[config.mk]
export PLATFORM = sky130hd
export DESIGN_NAME = resolution_gear_select
export DESIGN_NICKNAME = d
export VERILOG_FILES = /design/src/resolution_gear_select.v
export VERILOG_INCLUDE_DIRS = /design/src /design/src/src
export SDC_FILE = /design/constraint.sdc
export NUM_CORES = 2
export LEC_CHECK = 0
export BUFFER_PORTS_ARGS = -buffer_cell sky130_fd_sc_hd__buf_2
export CAP_MARGIN = 20
export CORE_ASPECT_RATIO = 0.7
export CORE_MARGIN = 4
export CORE_UTILIZATION = 50
export CTS_BUF_LIST = sky130_fd_sc_hd__clkbuf_8 sky130_fd_sc_hd__clkbuf_16
export DETAILED_ROUTE_END_ITERATION = 16
export PLACE_DENSITY = 0.76
export SLEW_MARGIN = 10
export SYNTH_ARGS = -nofsm -noshare
export SYNTH_HDL_FRONTEND = slang
export SYNTH_SLANG_ARGS = --single-unit
[constraint.sdc]
create_clock -name clk_i -period 11.96 [get_ports clk_i]
set_clock_uncertainty 0.1 [all_clocks]
set_input_delay 0.598 -clock clk_i [delete_from_list [all_inputs] [get_ports clk_i]]
set_output_delay 0.598 -clock clk_i [all_outputs]
set_load 0.005 [all_outputs]
[src/resolution_gear_select_defines.vh]
// Constants for the resolution select and electronic gear block
`ifndef RESOLUTION_GEAR_SELECT_DEFINES_VH
`define RESOLUTION_GEAR_SELECT_DEFINES_VH

// ----------------------------------------------------------------
// Register byte offsets
// ----------------------------------------------------------------
`define RGS_OFS_DEN1 12'h000
`define RGS_OFS_DEN2 12'h004
`define RGS_OFS_DEN3 12'h008
`define RGS_OFS_DEN4 12'h00C
`define RGS_OFS_NUM 12'h010
`define RGS_OFS_CFG 12'h014
`define RGS_OFS_STILL 12'h018
`define RGS_OFS_RELOAD 12'h01C
`define RGS_OFS_RES 12'h020
`define RGS_OFS_STATUS 12'h024
`define RGS_OFS_INT_STAT 12'h028
`define RGS_OFS_INT_CLR 12'h02C
`define RGS_OFS_INT_EN 12'h030

// ----------------------------------------------------------------
// Configuration register fields
// ----------------------------------------------------------------
`define RGS_CFG_ANTIVIB 0
`define RGS_CFG_SMOOTH 1
`define RGS_CFG_DIR 2
`define RGS_CFG_RESTORE 3
`define RGS_CFG_ABN_EN 4
`define RGS_CFG_W 5
`define RGS_CFG_RST 5'h00

// ----------------------------------------------------------------
// Interrupt bits
// ----------------------------------------------------------------
`define RGS_INT_GEAR_WARN 0
`define RGS_INT_GEAR_ALARM 1
`define RGS_INT_ABN_WARN 2
`define RGS_INT_HOME_REJ 3
`define RGS_INT_W 4

// ----------------------------------------------------------------
// Reset values and resolution arithmetic
// ----------------------------------------------------------------
`define RGS_DEN_RST 16'h0001
`define RGS_NUM_RST 16'h0001
`define RGS_STILL_RST 7'h32
`define RGS_RES_MULT 32'h0000_03E8
`define RGS_RES_MIN 32'h0000_0064
`define RGS_RES_MAX 32'h0000_2710
`define RGS_PCT_FULL 15'h0064
`define RGS_DIV_STEPS 6'h20

`endif

[src/resolution_gear_select.v]
// Resolution select and electronic gear logic with APB register access
//
// Design decisions made here: the placing of the registers and register access over APB.
`timescale 1ns/1ps
`include "resolution_gear_select_defines.vh"

// What this block does
// Two resolution switches pick which of four gear denominators applies.
// Resolution equals 1000 times gear numerator over selected denominator.
// A resolution is valid only from 100 to 10000 pulses per revolution.
// Default parameters give 1000 pulses per revolution.
// Switch positions are sampled only at power-up.
// Written parameters are stored but act only after the next power-up.
// Gear warning whenever any of the four selections is out of range.
// Power-up while the gear warning stands raises the gear alarm.
// With switch A off the select input changes resolution during operation.
// Select low picks denominator 1 or 3, high picks 2 or 4, by switch B.
// With switch A on the select input is ignored.
// Select turning on with abnormal warning enabled blocks homing, warns.
// Controller presets position before asking for home return.
// Standstill current is a set percentage of the operating current.
// A setting decides auto return to stop position at current on.
// A setting picks the shaft direction for forward commands.
// Enable bits switch anti-vibration and smooth drive.
// Parameters and switches are shadowed at power-up and used from there.
module resolution_gear_select #(
   parameter DW = 16,
   parameter CW = 8
) (
   input wire clk_i,
   input wire srst_i,
   input wire psel_i,
   input wire penable_i,
   input wire pwrite_i,
   input wire [11:0] paddr_i,
   input wire [31:0] pwdata_i,
   output reg [31:0] prdata_o,
   output reg pready_o,
   output reg pslverr_o,
   input wire resolution_switch_a_i,
   input wire resolution_switch_b_i,
   input wire res_select_i,
   input wire preset_i,
   input wire home_return_i,
   input wire [CW-1:0] op_current_i,
   input wire moving_i,
   input wire current_on_i,
   input wire fwd_cmd_i,
   output reg [31:0] resolution_o,
   output reg gear_warn_o,
   output reg gear_alarm_o,
   output reg abn_warn_o,
   output reg home_start_o,
   output reg restore_move_o,
   output reg shaft_dir_o,
   output reg [CW-1:0] motor_current_o,
   output reg antivib_en_o,
   output reg smooth_en_o,
   output reg irq_o
);

   localparam DIV_IDLE = 1'b0;
   localparam DIV_RUN = 1'b1;

   // Resolution 1000*n/d lies in range exactly when these bounds hold
   function in_range;
      input [DW-1:0] n;
      input [DW-1:0] d;
      reg [47:0] p;
      reg [47:0] lo;
      reg [47:0] hi;
      begin
         p = {32'h0000_0000, n} * {16'h0000, `RGS_RES_MULT};
         lo = {32'h0000_0000, d} * {16'h0000, `RGS_RES_MIN};
         hi = {32'h0000_0000, d} * {16'h0000, `RGS_RES_MAX + 32'h0000_0001};
         in_range = (d != {DW{1'b0}}) && (p >= lo) && (p < hi);
      end
   endfunction

   // ----------------------------------------------------------------
   // Pin synchronisers
   // ----------------------------------------------------------------
   reg [4:0] sync1_q;
   reg [4:0] sync2_q;
   always @(posedge clk_i) begin
      sync1_q <= {home_return_i, preset_i, res_select_i,
                  resolution_switch_b_i, resolution_switch_a_i};
      sync2_q <= sync1_q;
   end
   wire sw_a_pin = sync2_q[0];
   wire sw_b_pin = sync2_q[1];
   wire sel_pin = sync2_q[2];
   wire preset_pin = sync2_q[3];
   wire home_pin = sync2_q[4];

   // ----------------------------------------------------------------
   // Staged parameters written by software
   // ----------------------------------------------------------------
   reg [DW-1:0] den_q [0:3];
   reg [DW-1:0] num_q;
   reg [`RGS_CFG_W-1:0] cfg_q;
   reg [6:0] still_q;
   reg [`RGS_INT_W-1:0] int_stat_q;
   reg [`RGS_INT_W-1:0] int_en_q;
   reg [`RGS_INT_W-1:0] int_evt;

   wire setup = psel_i & ~penable_i;
   wire wr_acc = psel_i & penable_i & pready_o & pwrite_i;
   wire reload_wr = wr_acc & (paddr_i == `RGS_OFS_RELOAD);

   // ----------------------------------------------------------------
   // Power-up pulse: end of reset or a software restart
   // ----------------------------------------------------------------
   reg [1:0] boot_q;
   reg pwrup_q;
   always @(posedge clk_i) begin
      if (srst_i) begin
         boot_q <= 2'h3;
         pwrup_q <= 1'b0;
      end else begin
         if (boot_q != 2'h0)
            boot_q <= boot_q - 2'h1;
         pwrup_q <= (boot_q == 2'h1) | reload_wr;
      end
   end

   // ----------------------------------------------------------------
   // Shadow copy loaded only at power-up
   // ----------------------------------------------------------------
   reg [DW-1:0] sden_q [0:3];
   reg [DW-1:0] snum_q;
   reg [`RGS_CFG_W-1:0] scfg_q;
   reg [6:0] sstill_q;
   reg ssw_a_q;
   reg ssw_b_q;
   integer i;
   integer j;
   always @(posedge clk_i) begin
      if (srst_i) begin
         for (i = 0; i < 4; i = i + 1)
            sden_q[i] <= `RGS_DEN_RST;
         snum_q <= `RGS_NUM_RST;
         scfg_q <= `RGS_CFG_RST;
         sstill_q <= `RGS_STILL_RST;
         ssw_a_q <= 1'b0;
         ssw_b_q <= 1'b0;
      end else if (pwrup_q) begin
         for (i = 0; i < 4; i = i + 1)
            sden_q[i] <= den_q[i];
         snum_q <= num_q;
         scfg_q <= cfg_q;
         sstill_q <= still_q;
         ssw_a_q <= sw_a_pin;
         ssw_b_q <= sw_b_pin;
      end
   end

   // ----------------------------------------------------------------
   // Denominator selection
   // ----------------------------------------------------------------
   // Switch A on forces the odd entry, otherwise the select pin decides
   wire [1:0] sel_idx = {ssw_b_q, ssw_a_q | sel_pin};
   wire all_ok = in_range(snum_q, sden_q[0]) & in_range(snum_q, sden_q[1]) &
                 in_range(snum_q, sden_q[2]) & in_range(snum_q, sden_q[3]);

   // ----------------------------------------------------------------
   // Sequential divider for the active resolution
   // ----------------------------------------------------------------
   reg div_st_q;
   reg [5:0] div_cnt_q;
   reg [31:0] dvd_q;
   reg [31:0] rem_q;
   reg [31:0] quo_q;
   reg [1:0] last_idx_q;
   reg restart_q;
   wire [31:0] rem_sh = {rem_q[30:0], dvd_q[31]};
   wire [31:0] dsr = {16'h0000, sden_q[last_idx_q]};
   wire [47:0] prod = {32'h0000_0000, snum_q} * {16'h0000, `RGS_RES_MULT};
   always @(posedge clk_i) begin
      if (srst_i) begin
         div_st_q <= DIV_IDLE;
         div_cnt_q <= 6'h00;
         dvd_q <= 32'h0000_0000;
         rem_q <= 32'h0000_0000;
         quo_q <= 32'h0000_0000;
         last_idx_q <= 2'h0;
         restart_q <= 1'b1;
         resolution_o <= `RGS_RES_MULT;
      end else begin
         last_idx_q <= sel_idx;
         restart_q <= pwrup_q | (sel_idx != last_idx_q);
         if (restart_q) begin
            div_st_q <= DIV_RUN;
            div_cnt_q <= `RGS_DIV_STEPS;
            dvd_q <= prod[31:0];
            rem_q <= 32'h0000_0000;
            quo_q <= 32'h0000_0000;
         end else begin
            case (div_st_q)
               DIV_IDLE: begin
                  div_cnt_q <= 6'h00;
               end
               DIV_RUN: begin
                  dvd_q <= {dvd_q[30:0], 1'b0};
                  if (rem_sh >= dsr) begin
                     rem_q <= rem_sh - dsr;
                     quo_q <= {quo_q[30:0], 1'b1};
                  end else begin
                     rem_q <= rem_sh;
                     quo_q <= {quo_q[30:0], 1'b0};
                  end
                  div_cnt_q <= div_cnt_q - 6'h01;
                  if (div_cnt_q == 6'h01) begin
                     div_st_q <= DIV_IDLE;
                     resolution_o <= (rem_sh >= dsr) ? {quo_q[30:0], 1'b1}
                                                     : {quo_q[30:0], 1'b0};
                  end
               end
               default: begin
                  div_st_q <= DIV_IDLE;
               end
            endcase
         end
      end
   end

   // ----------------------------------------------------------------
   // Gear warning, alarm, select warning and homing
   // ----------------------------------------------------------------
   reg sel_prev_q;
   reg preset_prev_q;
   reg home_prev_q;
   reg home_blk_q;
   reg cur_on_prev_q;
   wire sel_rise = sel_pin & ~sel_prev_q & ~ssw_a_q;
   wire abn_set = sel_rise & scfg_q[`RGS_CFG_ABN_EN];
   wire home_req = home_pin & ~home_prev_q;
   wire preset_rise = preset_pin & ~preset_prev_q;
   always @(posedge clk_i) begin
      if (srst_i) begin
         gear_warn_o <= 1'b0;
         gear_alarm_o <= 1'b0;
         abn_warn_o <= 1'b0;
         home_blk_q <= 1'b0;
         home_start_o <= 1'b0;
         sel_prev_q <= 1'b0;
         preset_prev_q <= 1'b0;
         home_prev_q <= 1'b0;
         cur_on_prev_q <= 1'b0;
         restore_move_o <= 1'b0;
      end else begin
         sel_prev_q <= sel_pin;
         preset_prev_q <= preset_pin;
         home_prev_q <= home_pin;
         cur_on_prev_q <= current_on_i;
         gear_warn_o <= ~all_ok;
         if (pwrup_q & gear_warn_o)
            gear_alarm_o <= 1'b1;
         // A preset in the same cycle as a new select edge leaves it blocked
         if (abn_set) begin
            abn_warn_o <= 1'b1;
            home_blk_q <= 1'b1;
         end else if (preset_rise) begin
            abn_warn_o <= 1'b0;
            home_blk_q <= 1'b0;
         end
         home_start_o <= home_req & ~home_blk_q & ~abn_set;
         restore_move_o <= current_on_i & ~cur_on_prev_q &
                           scfg_q[`RGS_CFG_RESTORE];
      end
   end

   // ----------------------------------------------------------------
   // Drive outputs from the shadowed configuration
   // ----------------------------------------------------------------
   wire [CW+6:0] still_prod = {7'h00, op_current_i} * {{CW{1'b0}}, sstill_q};
   wire [CW+6:0] still_cur = still_prod / `RGS_PCT_FULL;
   always @(posedge clk_i) begin
      if (srst_i) begin
         shaft_dir_o <= 1'b0;
         motor_current_o <= {CW{1'b0}};
         antivib_en_o <= 1'b0;
         smooth_en_o <= 1'b0;
      end else begin
         shaft_dir_o <= fwd_cmd_i ^ scfg_q[`RGS_CFG_DIR];
         motor_current_o <= moving_i ? op_current_i : still_cur[CW-1:0];
         antivib_en_o <= scfg_q[`RGS_CFG_ANTIVIB];
         smooth_en_o <= scfg_q[`RGS_CFG_SMOOTH];
      end
   end

   // ----------------------------------------------------------------
   // Interrupt status, set wins over clear
   // ----------------------------------------------------------------
   always @* begin
      int_evt = {`RGS_INT_W{1'b0}};
      int_evt[`RGS_INT_GEAR_WARN] = ~all_ok & ~gear_warn_o;
      int_evt[`RGS_INT_GEAR_ALARM] = pwrup_q & gear_warn_o;
      int_evt[`RGS_INT_ABN_WARN] = abn_set;
      int_evt[`RGS_INT_HOME_REJ] = home_req & home_blk_q;
   end

   wire [`RGS_INT_W-1:0] clr_mask =
      (wr_acc & (paddr_i == `RGS_OFS_INT_CLR)) ? pwdata_i[`RGS_INT_W-1:0]
                                                : {`RGS_INT_W{1'b0}};
   always @(posedge clk_i) begin
      if (srst_i) begin
         int_stat_q <= {`RGS_INT_W{1'b0}};
         irq_o <= 1'b0;
      end else begin
         int_stat_q <= (int_stat_q & ~clr_mask) | int_evt;
         irq_o <= |(((int_stat_q & ~clr_mask) | int_evt) & int_en_q);
      end
   end

   // ----------------------------------------------------------------
   // APB register writes
   // ----------------------------------------------------------------
   always @(posedge clk_i) begin
      if (srst_i) begin
         for (j = 0; j < 4; j = j + 1)
            den_q[j] <= `RGS_DEN_RST;
         num_q <= `RGS_NUM_RST;
         cfg_q <= `RGS_CFG_RST;
         still_q <= `RGS_STILL_RST;
         int_en_q <= {`RGS_INT_W{1'b0}};
      end else if (wr_acc) begin
         case (paddr_i)
            `RGS_OFS_DEN1: den_q[0] <= pwdata_i[DW-1:0];
            `RGS_OFS_DEN2: den_q[1] <= pwdata_i[DW-1:0];
            `RGS_OFS_DEN3: den_q[2] <= pwdata_i[DW-1:0];
            `RGS_OFS_DEN4: den_q[3] <= pwdata_i[DW-1:0];
            `RGS_OFS_NUM: num_q <= pwdata_i[DW-1:0];
            `RGS_OFS_CFG: cfg_q <= pwdata_i[`RGS_CFG_W-1:0];
            `RGS_OFS_STILL: still_q <= pwdata_i[6:0];
            `RGS_OFS_INT_EN: int_en_q <= pwdata_i[`RGS_INT_W-1:0];
            default: begin
            end
         endcase
      end
   end

   // ----------------------------------------------------------------
   // APB read data and response, prepared in the setup cycle
   // ----------------------------------------------------------------
   reg [31:0] rd_d;
   reg err_d;
   always @* begin
      rd_d = 32'h0000_0000;
      err_d = 1'b0;
      case (paddr_i)
         `RGS_OFS_DEN1: rd_d[DW-1:0] = den_q[0];
         `RGS_OFS_DEN2: rd_d[DW-1:0] = den_q[1];
         `RGS_OFS_DEN3: rd_d[DW-1:0] = den_q[2];
         `RGS_OFS_DEN4: rd_d[DW-1:0] = den_q[3];
         `RGS_OFS_NUM: rd_d[DW-1:0] = num_q;
         `RGS_OFS_CFG: rd_d[`RGS_CFG_W-1:0] = cfg_q;
         `RGS_OFS_STILL: rd_d[6:0] = still_q;
         `RGS_OFS_RELOAD: rd_d = 32'h0000_0000;
         `RGS_OFS_RES: rd_d = resolution_o;
         `RGS_OFS_STATUS: rd_d[8:0] = {div_st_q, sel_idx, ssw_b_q, ssw_a_q,
                                       home_blk_q, abn_warn_o, gear_alarm_o,
                                       gear_warn_o};
         `RGS_OFS_INT_STAT: rd_d[`RGS_INT_W-1:0] = int_stat_q;
         `RGS_OFS_INT_CLR: rd_d = 32'h0000_0000;
         `RGS_OFS_INT_EN: rd_d[`RGS_INT_W-1:0] = int_en_q;
         default: err_d = 1'b1;
      endcase
   end

   always @(posedge clk_i) begin
      if (srst_i) begin
         prdata_o <= 32'h0000_0000;
         pready_o <= 1'b0;
         pslverr_o <= 1'b0;
      end else begin
         pready_o <= setup;
         if (setup) begin
            prdata_o <= pwrite_i ? 32'h0000_0000 : rd_d;
            pslverr_o <= err_d;
         end else begin
            pslverr_o <= 1'b0;
         end
      end
   end

endmodule // resolution_gear_select

# [Yosys cells after proc, flatten, opt, wreduce, memory -nomap -nowiden]
# Memories as Yosys holds them, arrays and structs flattened. A register that Yosys moved wholly into a read port is not among the register bits.
# Index checks and enable logic that the tools add are counted.
[totals] register_bits=267 ram_bits=128 input_bits=65 mem_count=2
[memory_table] name="den_q" depth=4 width=16 rd=4 rd_ports_with_merged_regs=0 write_ports=4 line="resolution_gear_select.v:99" text="reg [DW-1:0] den_q [0:3];"
[memory_table] name="sden_q" depth=4 width=16 rd=5 rd_ports_with_merged_regs=1 write_ports=4 line="resolution_gear_select.v:130" text="reg [DW-1:0] sden_q [0:3];"
[classes] n_addsub=3 n_mul=10 n_div=1 n_lt_le_gt_ge=9 n_eq_ne=15 muxes=51 bitwise_logic=50 n_reduce_logical=25
[op_table] operator="$mux W16" n=9
[op_table] operator="$lt A26 B30 Y1" n=4
[op_table] operator="$mul A16 B14 Y30 const B" n=4
[op_table] operator="$ge A26 B23 Y1" n=4
[op_table] operator="$mul A16 B5 Y21 const B" n=4
[op_table] operator="$reduce_bool A16 Y1" n=4
[op_table] operator="$eq A12 B6 Y1 const B" n=5
[op_table] operator="$mux W26" n=2
[op_table] operator="$eq A12 B5 Y1 const B" n=4
[op_table] operator="$pmux W4 S11" n=1
[op_table] operator="$pmux W7 S6" n=1
[op_table] operator="$ge A32 B16 Y1" n=1
[op_table] operator="$mux W32" n=1
[op_table] operator="$mux W31" n=1
[op_table] operator="$sub A31 B16 Y31" n=1
[op_table] operator="$mux W1" n=28
[op_table] operator="$eq A12 B4 Y1 const B" n=2
[op_table] operator="$mul A16 B7 Y23 const B" n=1
[op_table] operator="$and A1 B1 Y1" n=21
[op_table] operator="$pmux W2 S8" n=1
[op_table] operator="$div A15 B7 Y15 const B" n=1
[op_table] operator="$mul A8 B7 Y15" n=1
[op_table] operator="$pmux W2 S7" n=1
[op_table] operator="$not A1 Y1" n=13
[op_table] operator="25 further kinds" n=49

# [Longest topological paths before layout]
# An unclocked memory read counts as a cell.
[depth] depth_word=13 mapped_depth=36

# [Least setup slack after synthesis]
# No wires, ideal clock.
[synth_path] path_type="input-to-reg" start="in op_current_i[3]" end="reg motor_current_o[0]" arrival_time_ns=8.674 required_time_ns=11.765 slack_ns=3.091 stages=34 cell_sequence="and2_1 > fa_1 > inv_1 > fa_1 > inv_1 > fa_1 > inv_1 > fa_1 > inv_1 > ha_1 > and3_1 > a221o_1 > a2111o_1 > and3_1 > buf_2 > buf_6 > o22ai_1 > o22ai_2 > nor3_2 > mux2_4 > o211a_2 > a211oi_4 > a22oi_4 > a311oi_1 > a32oi_2 > mux2i_1 > or2_1 > buf_6 > nor2_2 > a221oi_1 > a211oi_2 > o211ai_1 > or4_1 > o311ai_1"
[synth_between] elab_chain_len=3
[synth_rtl] item="from (decl)" line="resolution_gear_select.v:45" text="input wire [CW-1:0] op_current_i,"
[synth_rtl] item="$mul A8 B7 Y15" line="resolution_gear_select.v:276" text="wire [CW+6:0] still_prod = {7'h00, op_current_i} * {{CW{1'b0}}, sstill_q};"
[synth_rtl] item="$div A15 B7 Y15 (no line)"
[synth_rtl] item="$mux W8" line="resolution_gear_select.v:286" text="motor_current_o <= moving_i ? op_current_i : still_cur[CW-1:0];"
[synth_rtl] item="to (signal assigned)" line="resolution_gear_select.v:281" text="motor_current_o <= {CW{1'b0}};"
[synth_rtl] item="to (signal assigned)" line="resolution_gear_select.v:286"
[synth_rtl] item="to (decl)" line="resolution_gear_select.v:56" text="output reg [CW-1:0] motor_current_o,"
# No other way between the ends.
# A chain may end at the register's enable or synchronous reset.

# [Worst setup path after layout]
[layout_path] start="reg sstill_q[6]" end="reg motor_current_o[0]"
[layout_between] elab_chain_len=3
[layout_rtl] item="from (decl)" line="resolution_gear_select.v:133" text="reg [6:0] sstill_q;"
[layout_rtl] item="from (signal assigned)" line="resolution_gear_select.v:144" text="sstill_q <= `RGS_STILL_RST;"
[layout_rtl] item="from (signal assigned)" line="resolution_gear_select.v:152" text="sstill_q <= still_q;"
[layout_rtl] item="$mul A8 B7 Y15" line="resolution_gear_select.v:276"
[layout_rtl] item="$div A15 B7 Y15 (no line)"
[layout_rtl] item="$mux W8" line="resolution_gear_select.v:286"
# No other way between the ends.

==> flow_metrics.env <==
export IMPL_status="completed"
export IMPL_seq_area_frac_synth=0.208
export IMPL_report_final_hold_viol_count=0
export IMPL_die_area_mm2=0.0933
export IMPL_postPlaceCellArea_mm2=0.0463
export IMPL_timing_final_max_slew_violations=0
export IMPL_tritoncts_num_sinks=395
export IMPL_antenna_found_initial=7
export IMPL_initialDrtViolationCount=2727
export IMPL_worst_skew_pair_late_latency_ps=550
export IMPL_time_the_final_worst_path_needs_with_i_o_delays_and_setup_ps=9610
export IMPL_remaining_drc_errors=0
export IMPL_critical_path_startpoint_type="flop"
export IMPL_powerDensity_mw_per_mm2=173
export IMPL_port_buffers=131
export IMPL_timing_final_setup_violations=0
export IMPL_headroom_to_the_max_slew_limit=0.249
export IMPL_hold_path_startpoint="home_return_i"
export IMPL_vias_in_the_first_global_route=32836
export IMPL_timing_max_cap_violations=0
export IMPL_hpwlAfterDp_um=89300
export IMPL_cts_buffers=38
export IMPL_pin_count_of_the_biggest_net_entering_global_routing=73
export IMPL_ffs_w_async_s_r_synth=0
export IMPL_crit_path_max_incr_delay_ps=570
export IMPL_cts_tree="built"
export IMPL_global_route_overflow=0
export IMPL_worst_setup_path_end_kind="flop"
export IMPL_clock_tree_htree_level_count=2
export IMPL_path_class="reg2reg"
export IMPL_drive_gt1_frac=0.0672
export IMPL_num_nets_final=6201
export IMPL_layout_commonest_cell="sky130_fd_sc_hd__inv_1"
export IMPL_fmax_mhz=104
export IMPL_critical_path_s_slowest_cell="sky130_fd_sc_hd__a2111oi_1"
export IMPL_yosys_warnings=0
export IMPL_netlist_cell_type_count=104
export IMPL_final_setup_tns_ps=0
export IMPL_avgViaCountPerCell=5.56
export IMPL_layout_cell_area_non_filler_mm2=0.0476
export IMPL_worst_pin_slew_ps=1130
export IMPL_r2r_start="sstill_q[6]$_SDFFE_PP0P_"
export IMPL_die_width_um=363
export IMPL_initial_utilization=0.508
export IMPL_finalWeightedCongestion=0.950
export IMPL_dr_total_vias=34171
export IMPL_synth_ff_type="sky130_fd_sc_hd__dfxtp_1"
export IMPL_worst_hold_check_slack_ps=50.1
export IMPL_netlist_area_pre_place_mm2=0.0442
export IMPL_dp_slack_ps=2190
export IMPL_wl_um=112000
export IMPL_firstDrtPassIters=8
export IMPL_worstHoldPathType="in2reg"
export IMPL_most_frequent_cells_in_the_layout="929 x sky130_fd_sc_hd__inv_1, 877 x sky130_fd_sc_hd__ha_1, 315 x sky130_fd_sc_hd__nor2_1"
export IMPL_core_rowCount=90
export IMPL_synth_seq_cells=395
export IMPL_floorplan_core_area_mm2=0.0869
export IMPL_route_detailed_wl_per_inst_um=18.3
export IMPL_cts_path_max_buffers=3
export IMPL_postCtsHoldBufs=0
export IMPL_cp_data_required_time_ps=12320
export IMPL_total_power_w=0.00824
export IMPL_area_delta_synth_final_pct=7.76
export IMPL_max_vdd_ir_drop_v=0.000160
export IMPL_dieHeight_um=257
export IMPL_syn_mean_instance_area_um2=9.14
export IMPL_track_usage=0.238
export IMPL_critical_path_arrival_ps=9960
export IMPL_post_cts_buffers=0
export IMPL_clk_pin_slew_worst_paths_ps=60
export IMPL_power_leakage_nw=24.1
export IMPL_synth_nets=6076
export IMPL_final_setup_worst_slack_ps=2350
export IMPL_timing_final_crit_share=0.803
export IMPL_rsz0062_at_grt="false"
export IMPL_crit_fanout=16
export IMPL_cts_root_buf="sky130_fd_sc_hd__clkbuf_16"
export IMPL_synth_enable_flop_cells=128
export IMPL_post_cts_resize_count=0
export IMPL_route_antenna_remaining_nets=0
export IMPL_count_of_mapped_cells_out_of_synthesis=4834
export IMPL_timing_critical_path_mode_cell="sky130_fd_sc_hd__fa_1"
export IMPL_crit_start="sstill_q[6]$_SDFFE_PP0P_"
export IMPL_grt_pass1_wl_um=179000
export IMPL_num_io_pins=148
==> report_power, final <==
part / switching (W) / internal [W]
Combinational: 0.00315 / 0.00234
Sequential: 0.0000936 / 0.00144
Clock: 0.000525 / 0.000693
Total: 0.00377 / 0.00448
==> cells by family (layout without fill, tap and decap cells) <==
family	count (synthesis)	count (layout)	synth area share
other cells	0	3	0
simple gates	1061	1061	0.120
xor+xnor	171	171	0.0341
buf+inv	1028	1182	0.0880
mux	153	153	0.0396
compound gates	849	849	0.126
fa+ha+maj	1177	1177	0.384
flops	395	395	0.208
==> area by class of cell <==
| type | instances | area [µm²] |
|---|---|---|
| Multi-Input combinational cell | 3411 | 31100 |
| Sequential cell | 395 | 9190 |
| Fill cell | 7526 | 39300 |
| Antenna cell | 3 | 7.51 |
| Clock buffer | 41 | 992 |
| Inverter | 923 | 3460 |
| Tap cell | 1150 | 1440 |
| Clock inverter | 28 | 267 |
| Timing Repair Buffer | 190 | 1120 |
==> stage by stage <==
stage,util,cells
final,0.548,6141
after global routing,0.548,6138
after CTS,0.547,6136
after detailed placement,0.533,6067
after global placement,0.533,6067
after floorplan,-,4834
==> worst paths after layout <==
kind / to / slack [ps] / cells after the start
setup / recovery: motor_current_o[0]$_SDFF_PP0_ / 2350 / 31
setup reg to reg: motor_current_o[0]$_SDFF_PP0_ / 2350 / 31
hold / removal: sync1_q[4]$_DFF_P_ / 50 / 1
hold reg to reg: sync2_q[4]$_DFF_P_ / 230 / 0
==> synthesized netlist by cell type (7+ instances only) <==
cell type                     n  area (µm²)
sky130_fd_sc_hd__inv_1      922        3460
sky130_fd_sc_hd__a22o_1       8        70.1
sky130_fd_sc_hd__mux4_2      16         360
sky130_fd_sc_hd__dfxtp_1    267        5350
sky130_fd_sc_hd__a221oi_1    10        87.6
sky130_fd_sc_hd__or3_1       14        87.6
sky130_fd_sc_hd__a21boi_0    23         173
sky130_fd_sc_hd__buf_1       20        75.1
sky130_fd_sc_hd__a22oi_1     65         488
sky130_fd_sc_hd__mux2i_1    129        1290
sky130_fd_sc_hd__nand2_1    209         785
sky130_fd_sc_hd__xnor2_1    110         963
sky130_fd_sc_hd__o21ai_0    184         921
sky130_fd_sc_hd__a222oi_1     7        70.1
sky130_fd_sc_hd__and3_1      13        81.3
sky130_fd_sc_hd__fa_1       300        6010
sky130_fd_sc_hd__a2111oi_0    8        70.1
sky130_fd_sc_hd__clkbuf_1    78         293
sky130_fd_sc_hd__nand2b_1    86         538
sky130_fd_sc_hd__o21bai_1    15         113
sky130_fd_sc_hd__a21oi_1    271        1360
sky130_fd_sc_hd__a311oi_1     8        70.1
sky130_fd_sc_hd__a31oi_1     14        87.6
sky130_fd_sc_hd__a21o_1      54         405
sky130_fd_sc_hd__xor2_1      60         526
sky130_fd_sc_hd__nor2_1     315        1180
sky130_fd_sc_hd__o31ai_1      7        52.6
sky130_fd_sc_hd__ha_1       877       11000
sky130_fd_sc_hd__nor4_1      17         106
sky130_fd_sc_hd__o211ai_1     8        60.1
sky130_fd_sc_hd__nand3_1     59         295
sky130_fd_sc_hd__o21a_1      32         240
sky130_fd_sc_hd__edfxtp_1   128        3840
sky130_fd_sc_hd__a211oi_1    54         405
sky130_fd_sc_hd__and2_1     175        1090
sky130_fd_sc_hd__nand4_1     35         219
sky130_fd_sc_hd__nor3_1      40         200
sky130_fd_sc_hd__nor2b_1     55         344
==> routing by layer <==
metal | global-route usage | wire [µm] | vias up
li1 | - | - | 16507
met1 | 0.352 | 51600 | 16224
met2 | 0.362 | 47200 | 1254
met3 | 0.0466 | 10700 | 176
met4 | 0.0471 | 2570 | 10
met5 | 0 | 68 | -
==> critical path: cells and delay by family, from the launching register on <==
family | cells | cell delay (ps)
compound gates | 11 | 3150
simple gates | 10 | 2470
flops | 1 | 470
mux | 2 | 710
buf+inv | 3 | 150
fa+ha+maj | 5 | 2450
==> flip-flops by register name, indices dropped and copies added (netlist names), 6 cells and up <==
register         count
sden_q              64
motor_current_o      8
snum_q              16
den_q               64
sstill_q             7
quo_q               31
dvd_q               29
still_q              7
prdata_o            32
num_q               16
rem_q               31
resolution_o        32
div_cnt_q            6
(Power assumes the default switching activity.)
